**src/fsi_pkg.sv**
```systemverilog
`default_nettype none
package fsi_pkg;
   // ------------------------------------------------------------------
   // stream geometry
   // ------------------------------------------------------------------
   localparam int DATA_W   = 8;
   localparam int MAX_PTS  = 16;
   localparam int PTS_W    = $clog2(MAX_PTS);
   localparam int LEN_W    = PTS_W + 1;
   localparam int STAGES   = PTS_W / 2;
   // growth of 2.5 bits per radix-4 stage, taken whole
   localparam int GROWTH_W = (5 * STAGES) / 2;
   localparam int OUT_W    = DATA_W + GROWTH_W;
   localparam int EXP_W    = 6;
   localparam int ERR_W    = 2;

   // ------------------------------------------------------------------
   // error codes
   // ------------------------------------------------------------------
   localparam logic [ERR_W-1:0] ERR_NONE      = 2'h0;
   localparam logic [ERR_W-1:0] ERR_NO_SOP    = 2'h1;
   localparam logic [ERR_W-1:0] ERR_NO_EOP    = 2'h2;
   localparam logic [ERR_W-1:0] ERR_EARLY_EOP = 2'h3;

   localparam logic [EXP_W-1:0] EXP_NONE = 6'h00;

   // ------------------------------------------------------------------
   // controller registers (apb, byte addresses)
   // ------------------------------------------------------------------
   localparam logic [7:0] OFS_CTRL   = 8'h00;
   localparam logic [7:0] OFS_TX     = 8'h04;
   localparam logic [7:0] OFS_RX     = 8'h08;
   localparam logic [7:0] OFS_RXINFO = 8'h0c;

   localparam int CTRL_ENA_BIT = 0;
   localparam int CTRL_INV_BIT = 1;
   localparam int CTRL_PTS_LSB = 4;
   localparam int CTRL_ERR_LSB = 8;
   localparam int TX_IMAG_LSB  = 8;
   localparam int TX_SOP_BIT   = 16;
   localparam int TX_EOP_BIT   = 17;
   localparam int RX_IMAG_LSB  = 16;
   localparam int INFO_SOP_BIT = 1;
   localparam int INFO_EOP_BIT = 2;
   localparam int INFO_ERR_LSB = 4;
   localparam int INFO_EXP_LSB = 8;
   localparam int INFO_PTS_LSB = 16;

   localparam logic [31:0] CTRL_RESET = 32'h0000_0001;
endpackage : fsi_pkg
`default_nettype wire

```
**src/fsi_stream_if.sv**
```systemverilog
`default_nettype none
interface fsi_stream_if;
   import fsi_pkg::*;
   logic                    clk_ena;
   logic                    inverse;
   logic [PTS_W-1:0]        pts_in;
   logic                    sink_valid;
   logic                    sink_ready;
   logic                    sink_sop;
   logic                    sink_eop;
   logic [ERR_W-1:0]        sink_error;
   logic signed [DATA_W-1:0] sink_real;
   logic signed [DATA_W-1:0] sink_imag;
   logic                    source_valid;
   logic                    source_ready;
   logic                    source_sop;
   logic                    source_eop;
   logic [ERR_W-1:0]        source_error;
   logic signed [EXP_W-1:0] source_exp;
   logic [PTS_W-1:0]        pts_out;
   logic signed [OUT_W-1:0] source_real;
   logic signed [OUT_W-1:0] source_imag;

   modport core (
      input  clk_ena, inverse, pts_in, sink_valid, sink_sop, sink_eop, sink_error,
      input  sink_real, sink_imag, source_ready,
      output sink_ready, source_valid, source_sop, source_eop, source_error,
      output source_exp, pts_out, source_real, source_imag
   );
   modport user (
      output clk_ena, inverse, pts_in, sink_valid, sink_sop, sink_eop, sink_error,
      output sink_real, sink_imag, source_ready,
      input  sink_ready, source_valid, source_sop, source_eop, source_error,
      input  source_exp, pts_out, source_real, source_imag
   );
endinterface : fsi_stream_if
`default_nettype wire

```
**src/fsi_core.sv**
```systemverilog
// Design decisions made here: the frame checks on the sink side and the store that holds one frame for the output side.
`default_nettype none
module fsi_core
   import fsi_pkg::*;
(
   input  wire logic  clk,
   input  wire logic  rst_n,
   fsi_stream_if.core st
);

   // ------------------------------------------------------------------
   // types and helpers
   // ------------------------------------------------------------------
   typedef enum logic [1:0]
   {
      ST_FILL  = 2'b01,
      ST_DRAIN = 2'b10
   } fsi_state_type;

   // a count of zero stands for the largest frame
   function automatic logic [LEN_W-1:0] frame_len(input logic [PTS_W-1:0] pts);
      if (pts == '0)
      begin
         frame_len = LEN_W'(MAX_PTS);
      end
      else
      begin
         frame_len = {1'b0, pts};
      end
   endfunction : frame_len

   fsi_state_type              state_q;
   fsi_state_type              state_d;
   logic [PTS_W-1:0]           wr_idx_q;
   logic [PTS_W-1:0]           rd_idx_q;
   logic                       in_frame_q;
   logic [PTS_W-1:0]           pts_q;
   logic                       inv_q;
   logic [PTS_W-1:0]           out_pts_q;
   logic                       out_inv_q;
   logic [ERR_W-1:0]           up_err_q;
   logic [ERR_W-1:0]           own_err_q;
   logic [ERR_W-1:0]           own_err_d;
   logic                       sink_ready_q;
   logic                       src_valid_q;
   logic                       src_sop_q;
   logic                       src_eop_q;
   logic [ERR_W-1:0]           src_err_q;
   logic [EXP_W-1:0]           src_exp_q;
   logic [PTS_W-1:0]           src_pts_q;
   logic signed [OUT_W-1:0]    src_real_q;
   logic signed [OUT_W-1:0]    src_imag_q;
   logic signed [DATA_W-1:0]   mem_re [MAX_PTS];
   logic signed [DATA_W-1:0]   mem_im [MAX_PTS];

   logic                       accept;
   logic                       first;
   logic [PTS_W-1:0]           cur_pts;
   logic                       cur_inv;
   logic [LEN_W-1:0]           cur_len;
   logic [LEN_W-1:0]           cnt_next;
   logic                       frame_done;
   logic                       load;
   logic                       drain_last;
   logic signed [OUT_W-1:0]    ext_re;
   logic signed [OUT_W-1:0]    ext_im;

   // ------------------------------------------------------------------
   // input side
   // ------------------------------------------------------------------
   // transfer on valid and ready
   assign accept   = st.sink_valid & sink_ready_q;
   assign first    = ~in_frame_q;
   // count and direction taken at sop
   assign cur_pts  = first ? st.pts_in : pts_q;
   assign cur_inv  = first ? st.inverse : inv_q;
   assign cur_len  = frame_len(cur_pts);
   assign cnt_next = {1'b0, wr_idx_q} + LEN_W'(1);

   // frame checks on each accepted sample
   always_comb
   begin
      own_err_d  = own_err_q;
      frame_done = 1'b0;
      if (accept)
      begin
         if (first && !st.sink_sop)
         begin
            own_err_d = own_err_q | ERR_NO_SOP;
         end
         else if (st.sink_eop && cnt_next != cur_len)
         begin
            own_err_d = own_err_q | ERR_EARLY_EOP;
         end
         else if (cnt_next == cur_len && !st.sink_eop)
         begin
            own_err_d = own_err_q | ERR_NO_EOP;
         end
         else if (cnt_next == cur_len)
         begin
            frame_done = 1'b1;
         end
      end
   end

   always_comb
   begin
      state_d = state_q;
      case (state_q)
         ST_FILL:
         begin
            if (frame_done)
            begin
               state_d = ST_DRAIN;
            end
         end
         ST_DRAIN:
         begin
            if (load && drain_last)
            begin
               state_d = ST_FILL;
            end
         end
         default:
         begin
            state_d = ST_FILL;
         end
      endcase
   end

   // every register waits for clock enable
   always_ff @(posedge clk or negedge rst_n)
   begin
      if (!rst_n)
      begin
         state_q      <= ST_FILL;
         wr_idx_q     <= '0;
         in_frame_q   <= 1'b0;
         pts_q        <= '0;
         inv_q        <= 1'b0;
         out_pts_q    <= '0;
         out_inv_q    <= 1'b0;
         up_err_q     <= ERR_NONE;
         own_err_q    <= ERR_NONE;
         sink_ready_q <= 1'b0;
      end
      else if (st.clk_ena)
      begin
         state_q   <= state_d;
         own_err_q <= own_err_d;
         sink_ready_q <= (state_d == ST_FILL) && (own_err_d == ERR_NONE);
         if (accept)
         begin
            up_err_q   <= up_err_q | st.sink_error;
            pts_q      <= cur_pts;
            inv_q      <= cur_inv;
            in_frame_q <= ~frame_done;
            wr_idx_q   <= frame_done ? '0 : cnt_next[PTS_W-1:0];
         end
         if (frame_done)
         begin
            out_pts_q <= cur_pts;
            out_inv_q <= cur_inv;
         end
      end
   end

   // frame store; no reset, contents only read after being written
   always_ff @(posedge clk)
   begin
      if (st.clk_ena && accept)
      begin
         mem_re[wr_idx_q] <= st.sink_real;
         mem_im[wr_idx_q] <= st.sink_imag;
      end
   end

   // ------------------------------------------------------------------
   // output side
   // ------------------------------------------------------------------
   // a new sample loads only once the old one is taken
   assign load       = (state_q == ST_DRAIN) && (!src_valid_q || st.source_ready);
   assign drain_last = ({1'b0, rd_idx_q} + LEN_W'(1)) == frame_len(out_pts_q);
   // sign extension into the wider output parts
   assign ext_re = OUT_W'(mem_re[rd_idx_q]);
   assign ext_im = OUT_W'(mem_im[rd_idx_q]);

   always_ff @(posedge clk or negedge rst_n)
   begin
      if (!rst_n)
      begin
         rd_idx_q    <= '0;
         src_valid_q <= 1'b0;
         src_sop_q   <= 1'b0;
         src_eop_q   <= 1'b0;
         src_err_q   <= ERR_NONE;
         src_exp_q   <= EXP_NONE;
         src_pts_q   <= '0;
         src_real_q  <= '0;
         src_imag_q  <= '0;
      end
      else if (st.clk_ena)
      begin
         src_err_q <= up_err_q | own_err_q;
         if (load)
         begin
            // valid raised with each stored sample
            src_valid_q <= 1'b1;
            src_sop_q   <= (rd_idx_q == '0);
            src_eop_q   <= drain_last;
            src_pts_q   <= out_pts_q;
            src_exp_q   <= EXP_NONE;
            src_real_q  <= ext_re;
            src_imag_q  <= out_inv_q ? -ext_im : ext_im;
            rd_idx_q    <= drain_last ? '0 : rd_idx_q + PTS_W'(1);
         end
         else if (st.source_ready)
         begin
            src_valid_q <= 1'b0;
         end
      end
   end

   assign st.sink_ready   = sink_ready_q;
   assign st.source_valid = src_valid_q;
   assign st.source_sop   = src_sop_q;
   assign st.source_eop   = src_eop_q;
   assign st.source_error = src_err_q;
   assign st.source_exp   = src_exp_q;
   assign st.pts_out      = src_pts_q;
   assign st.source_real  = src_real_q;
   assign st.source_imag  = src_imag_q;

endmodule : fsi_core
`default_nettype wire

```
**src/flat_wrapper.sv**
```systemverilog
// flat-port wrapper written by rule: the top's interface ports become plain ports
module fsi_core_flat import fsi_pkg::*;
  (clk, rst_n, st_clk_ena, st_inverse, st_pts_in, st_sink_valid, st_sink_sop, st_sink_eop, st_sink_error, st_sink_real, st_sink_imag, st_source_ready, st_sink_ready, st_source_valid, st_source_sop, st_source_eop, st_source_error, st_source_exp, st_pts_out, st_source_real, st_source_imag);
  fsi_stream_if st_i ();
  input  wire logic clk;
  input  wire logic rst_n;
  input wire logic [$bits(st_i.clk_ena)-1:0] st_clk_ena;
  input wire logic [$bits(st_i.inverse)-1:0] st_inverse;
  input wire logic [$bits(st_i.pts_in)-1:0] st_pts_in;
  input wire logic [$bits(st_i.sink_valid)-1:0] st_sink_valid;
  input wire logic [$bits(st_i.sink_sop)-1:0] st_sink_sop;
  input wire logic [$bits(st_i.sink_eop)-1:0] st_sink_eop;
  input wire logic [$bits(st_i.sink_error)-1:0] st_sink_error;
  input wire logic [$bits(st_i.sink_real)-1:0] st_sink_real;
  input wire logic [$bits(st_i.sink_imag)-1:0] st_sink_imag;
  input wire logic [$bits(st_i.source_ready)-1:0] st_source_ready;
  output wire logic [$bits(st_i.sink_ready)-1:0] st_sink_ready;
  output wire logic [$bits(st_i.source_valid)-1:0] st_source_valid;
  output wire logic [$bits(st_i.source_sop)-1:0] st_source_sop;
  output wire logic [$bits(st_i.source_eop)-1:0] st_source_eop;
  output wire logic [$bits(st_i.source_error)-1:0] st_source_error;
  output wire logic [$bits(st_i.source_exp)-1:0] st_source_exp;
  output wire logic [$bits(st_i.pts_out)-1:0] st_pts_out;
  output wire logic [$bits(st_i.source_real)-1:0] st_source_real;
  output wire logic [$bits(st_i.source_imag)-1:0] st_source_imag;
  assign st_i.clk_ena = st_clk_ena;
  assign st_i.inverse = st_inverse;
  assign st_i.pts_in = st_pts_in;
  assign st_i.sink_valid = st_sink_valid;
  assign st_i.sink_sop = st_sink_sop;
  assign st_i.sink_eop = st_sink_eop;
  assign st_i.sink_error = st_sink_error;
  assign st_i.sink_real = st_sink_real;
  assign st_i.sink_imag = st_sink_imag;
  assign st_i.source_ready = st_source_ready;
  assign st_sink_ready = st_i.sink_ready;
  assign st_source_valid = st_i.source_valid;
  assign st_source_sop = st_i.source_sop;
  assign st_source_eop = st_i.source_eop;
  assign st_source_error = st_i.source_error;
  assign st_source_exp = st_i.source_exp;
  assign st_pts_out = st_i.pts_out;
  assign st_source_real = st_i.source_real;
  assign st_source_imag = st_i.source_imag;
  fsi_core u_core (.clk(clk), .rst_n(rst_n), .st(st_i));
endmodule
```
**config.mk**
```make
export PLATFORM = sky130hd
export DESIGN_NAME = fsi_core_flat
export DESIGN_NICKNAME = d
export VERILOG_FILES = /design/src/fsi_pkg.sv /design/src/fsi_stream_if.sv /design/src/fsi_core.sv /design/src/flat_wrapper.sv
export SDC_FILE = /design/constraint.sdc
export NUM_CORES = 1
export LEC_CHECK = 0
export ABC_AREA = 1
export BUFFER_PORTS_ARGS = -buffer_cell sky130_fd_sc_hd__buf_2
export CAP_MARGIN = 20
export CORE_MARGIN = 3
export CORE_UTILIZATION = 60
export CTS_CLUSTER_DIAMETER = 40
export DETAILED_ROUTE_END_ITERATION = 7
export GPL_TIMING_DRIVEN = 0
export HOLD_SLACK_MARGIN = 0.12
export PLACE_DENSITY_LB_ADDON = 0.25
export RECOVER_POWER = 100
export SETUP_SLACK_MARGIN = 0.4
export SLEW_MARGIN = 0
export SYNTH_ARGS = -nofsm -noshare
export SYNTH_HDL_FRONTEND = slang
export SYNTH_SLANG_ARGS = --single-unit
```
**constraint.sdc**
```tcl
create_clock -name clk -period 4.3 [get_ports clk]
set_clock_uncertainty 0.2 [all_clocks]
set_input_delay 0.86 -clock clk [delete_from_list [all_inputs] [get_ports clk]]
set_output_delay 0.86 -clock clk [all_outputs]
set_load 0.01 [all_outputs]
```
==> metrics.md <==
| Metric | Value |
|---|---|
| Status | completed |
| Setup violators final | 0 |
| Layout area overhead | 15.3% |
| Max-slew violations | 0 |
| Top cell type's share of synthesized area | 57.7% |
| Clock transition at path regs | 50 ps |
| Distinct cells, synth | 37 |
| Fin area | 0.0154 mm2 |
| Final GP Congestion | 0.858 |
| Commonest non-fill, non-tap cells in the layout | nand2_1 (275), edfxtp_1 (256), nor2_1 (157) |
| Drt first pass iters | 6 |
| Hold crit path type | register to register |
| Max cap viols | 0 |
| Via/cell ratio | 5.88 |
| Crit path kind | input pin to register |
| Initial antenna violation count | 0 |
| Synth area leader | edfxtp_1 |
| Non-Filler Instances | 1,652 |
| Most common cell after layout, fill and taps aside | nand2_1 |
| Initial Utilization | 62.3% |
| Root Buffer Master | clkbuf_16 |
| Total CTS buffers | 38 |
| DRC viols | 0 |
| Yosys warning total | 0 |
| Leak pwr | 6.21 nW |
| Cell Rows | 53 |
| Die Y | 155 um |
| First-pass GRT wire length | 53.0 mm |
| Die area | 0.0240 mm2 |
| Synth area leaders | edfxtp_1 (58%), dfrtp_1 (10%), nand2_1 (7.7%), nor2_1 (4.3%), o21ai_0 (3.6%) |
| Seq/Total Area, Yosys | 68.2% |
| Final Hold Fails | 0 |
| WP data required | 4320 ps |
| Final min period | 3580 ps |
| Clock sinks | 312 |
| Die Width | 155 um |
| CTS H-Tree Depth | 2 |
| Later-pin clock latency in the skew report | 520 ps |
| CP max FO | 10 |
| Placed Area | 0.0143 mm2 |
| Mapped Area | 0.0133 mm2 |
| Crit end category | register |
| Congestion Overflow GR | 0 |
| Core box area | 0.0214 mm2 |
| Nets | 1,386 |
| CP Data Arrival Time | 3600 ps |
| RSZ-0062 raised after global routing | false |
| Vias after detailed routing | 9,712 |
| Max Clk Rate | 280 MHz |
| Longest Clk Path Bufs | 3 |
| Tightest Pin Transition | 1350 ps |
| # diodes | 0 |
| Post-route ant nets | 0 |
| Cells after Synth | 1,220 |
| Placed cell count | 1,581 |
| Post-CTS sizing | 0 |
| PD cells | 494 mW/mm2 |
| Setup bufs post-CTS | 0 |
| Startpoint Class | input pin |
| Layout cells sized above 1 | 10.5% |
| Fin crit share | 83.2% |
| Cell chain of the critical path | clkbuf_1 > inv_1 > nor2_1 > inv_1 > clkbuf_1 > nor3_1 > buf_6 |
| Num ports | 72 |
| Drt wl/cell | 20.4 um |
| Rel. slew slack | 9.09% |
| Port Buffers | 64 |
| IR drop worst, VDD | 0.000419 V |
| CP max-delay cell | nor3_1 |
| Hold WS | 253 ps |
| Drt initial violations | 1,137 |
| Largest net degree at the start of global routing | 40 |
| Routed WL | 33.8 mm |
| GRT Util Overall | 28.6% |
| CTS tree | built |
| Yosys reg bits | 312 |
| Avg Inst Size Synth | 10.9 um2 |
| Dpl hpwl | 21.9 mm |
| Largest stage delay, worst path | 1090 ps |
| Number of global-route vias before repair | 9,650 |
==> routing by layer <==
layer | share of wire [%] | GRT usage [%] | vias to the layer above | routed length [um]
met2 | 49 | 47.0 | 596 | 16400
li1 | - | - | 4421 | -
met4 | 3.9 | 12.4 | 0 | 1320
met3 | 9.5 | 4.67 | 101 | 3220
met1 | 38 | 38.2 | 4594 | 12800
met5 | 0 | 0 | - | 0
==> path summary, 6_finish.rpt <==
| check | slack, ps | from | cells past startpoint | endpoint |
|---|---|---|---|---|
| max | 720 | st_clk_ena | 7 | u_core.mem_im[11][2] |
| min | 250 | u_core.up_err_q[1] | 1 | u_core.up_err_q[1] |
| max in group asynchronous | 2210 | rst_n | 3 | u_core.state_q[0] |
| min in group asynchronous | 870 | rst_n | 2 | u_core.st.source_imag[10] |
| max reg2reg | 820 | u_core.rd_idx_q[1] | 17 | u_core.st.source_imag[12] |
| min reg2reg | 250 | u_core.up_err_q[1] | 1 | u_core.up_err_q[1] |
==> logic make-up after synthesis <==
| logic type | after synthesis | synth area share, % |
|---|---|---|
| flip-flops | 312 | 68.2 |
| AND/OR/NAND/NOR | 527 | 16.1 |
| adder cells (fa/ha/maj) | 9 | 0.845 |
| buffers and inverters | 176 | 6.25 |
| XOR/XNOR | 6 | 0.394 |
| AO/OA/AOI/OAI | 189 | 8.26 |
| other | 1 | 0.0281 |
==> sequential cells by signal (all words and copies together), names as in the netlist, 2 cells and up <==
| register | flops |
|---|---|
| u_core.mem_im | 128 |
| u_core.mem_re | 128 |
| u_core.st.source_imag | 13 |
| u_core.st.source_real | 8 |
| u_core.out_pts_q | 4 |
| u_core.pts_q | 4 |
| u_core.rd_idx_q | 4 |
| u_core.st.pts_out | 4 |
| u_core.wr_idx_q | 4 |
| u_core.own_err_q | 2 |
| u_core.st.source_error | 2 |
| u_core.state_q | 2 |
| u_core.up_err_q | 2 |
==> worst max-delay path, delay by kind of cell <==
family | cells | cell delay, ps
buffers and inverters | 5 | 1200
AND/OR/NAND/NOR | 2 | 1520
==> synth_stat cells <==
library cell    n
o21a_1          1
nor3_1          3
nand3_1        81
nand4_1         3
inv_1          99
ha_1            9
nor2_4          3
buf_4          19
conb_1          1
o211ai_1        2
buf_6           9
o22ai_1        23
o221ai_1       16
nor2_1        154
nand2_2         1
inv_4           2
a21oi_1         6
buf_2          22
buf_1           1
a31oi_1         1
nand3b_1        3
dfstp_2         1
xor2_1          3
clkbuf_1       17
a221oi_1        6
dfrtp_1        55
nand2_1       275
o21ai_1        29
o21ai_0        95
inv_2           6
edfxtp_1      256
a2bb2oi_1       8
xnor2_1         3
nand3_2         1
a21o_1          2
nor2_2          3
clkbuf_2        1
==> per-stage QoR <==
step | util (%) | power (mW) | TNS [ps] | setup WS [ps]
global placement | 65.4 | 4.35 | -25770 | -638
finish | 71.8 | 7.60 | 0 | 724
floorplan | - | 4.03 | 0 | 853
detailed placement | 66.9 | 4.38 | 0 | 665
CTS | 73.1 | 7.63 | 0 | 1200
global route | 71.8 | 7.86 | 0 | 545
==> what timing repair did <==
action | 4_1_cts | 5_1_grt
endpoints found under the hold margin | 17 | 0
setup endpoints to repair | 0 | 0
hold buffers | 1 | 0
==> power by group <==
| group | switching (mW) | internal (mW) |
|---|---|---|
| Clock | 1.23 | 2.04 |
| Combinational | 0.653 | 0.311 |
| Sequential | 0.0368 | 3.32 |
| Total | 1.92 | 5.67 |
==> layout make-up <==
cell class | instances | area, um2
flip-flops and latches | 312 | 9090
fillers | 1465 | 6040
multi-input cells | 737 | 3420
clock buffers | 44 | 1040
plain buffers | 69 | 419
inverters | 107 | 405
repair buffers | 82 | 384
well taps | 275 | 344
clock inverters | 26 | 280
Note: power is estimated with default switching activity, not from simulation.
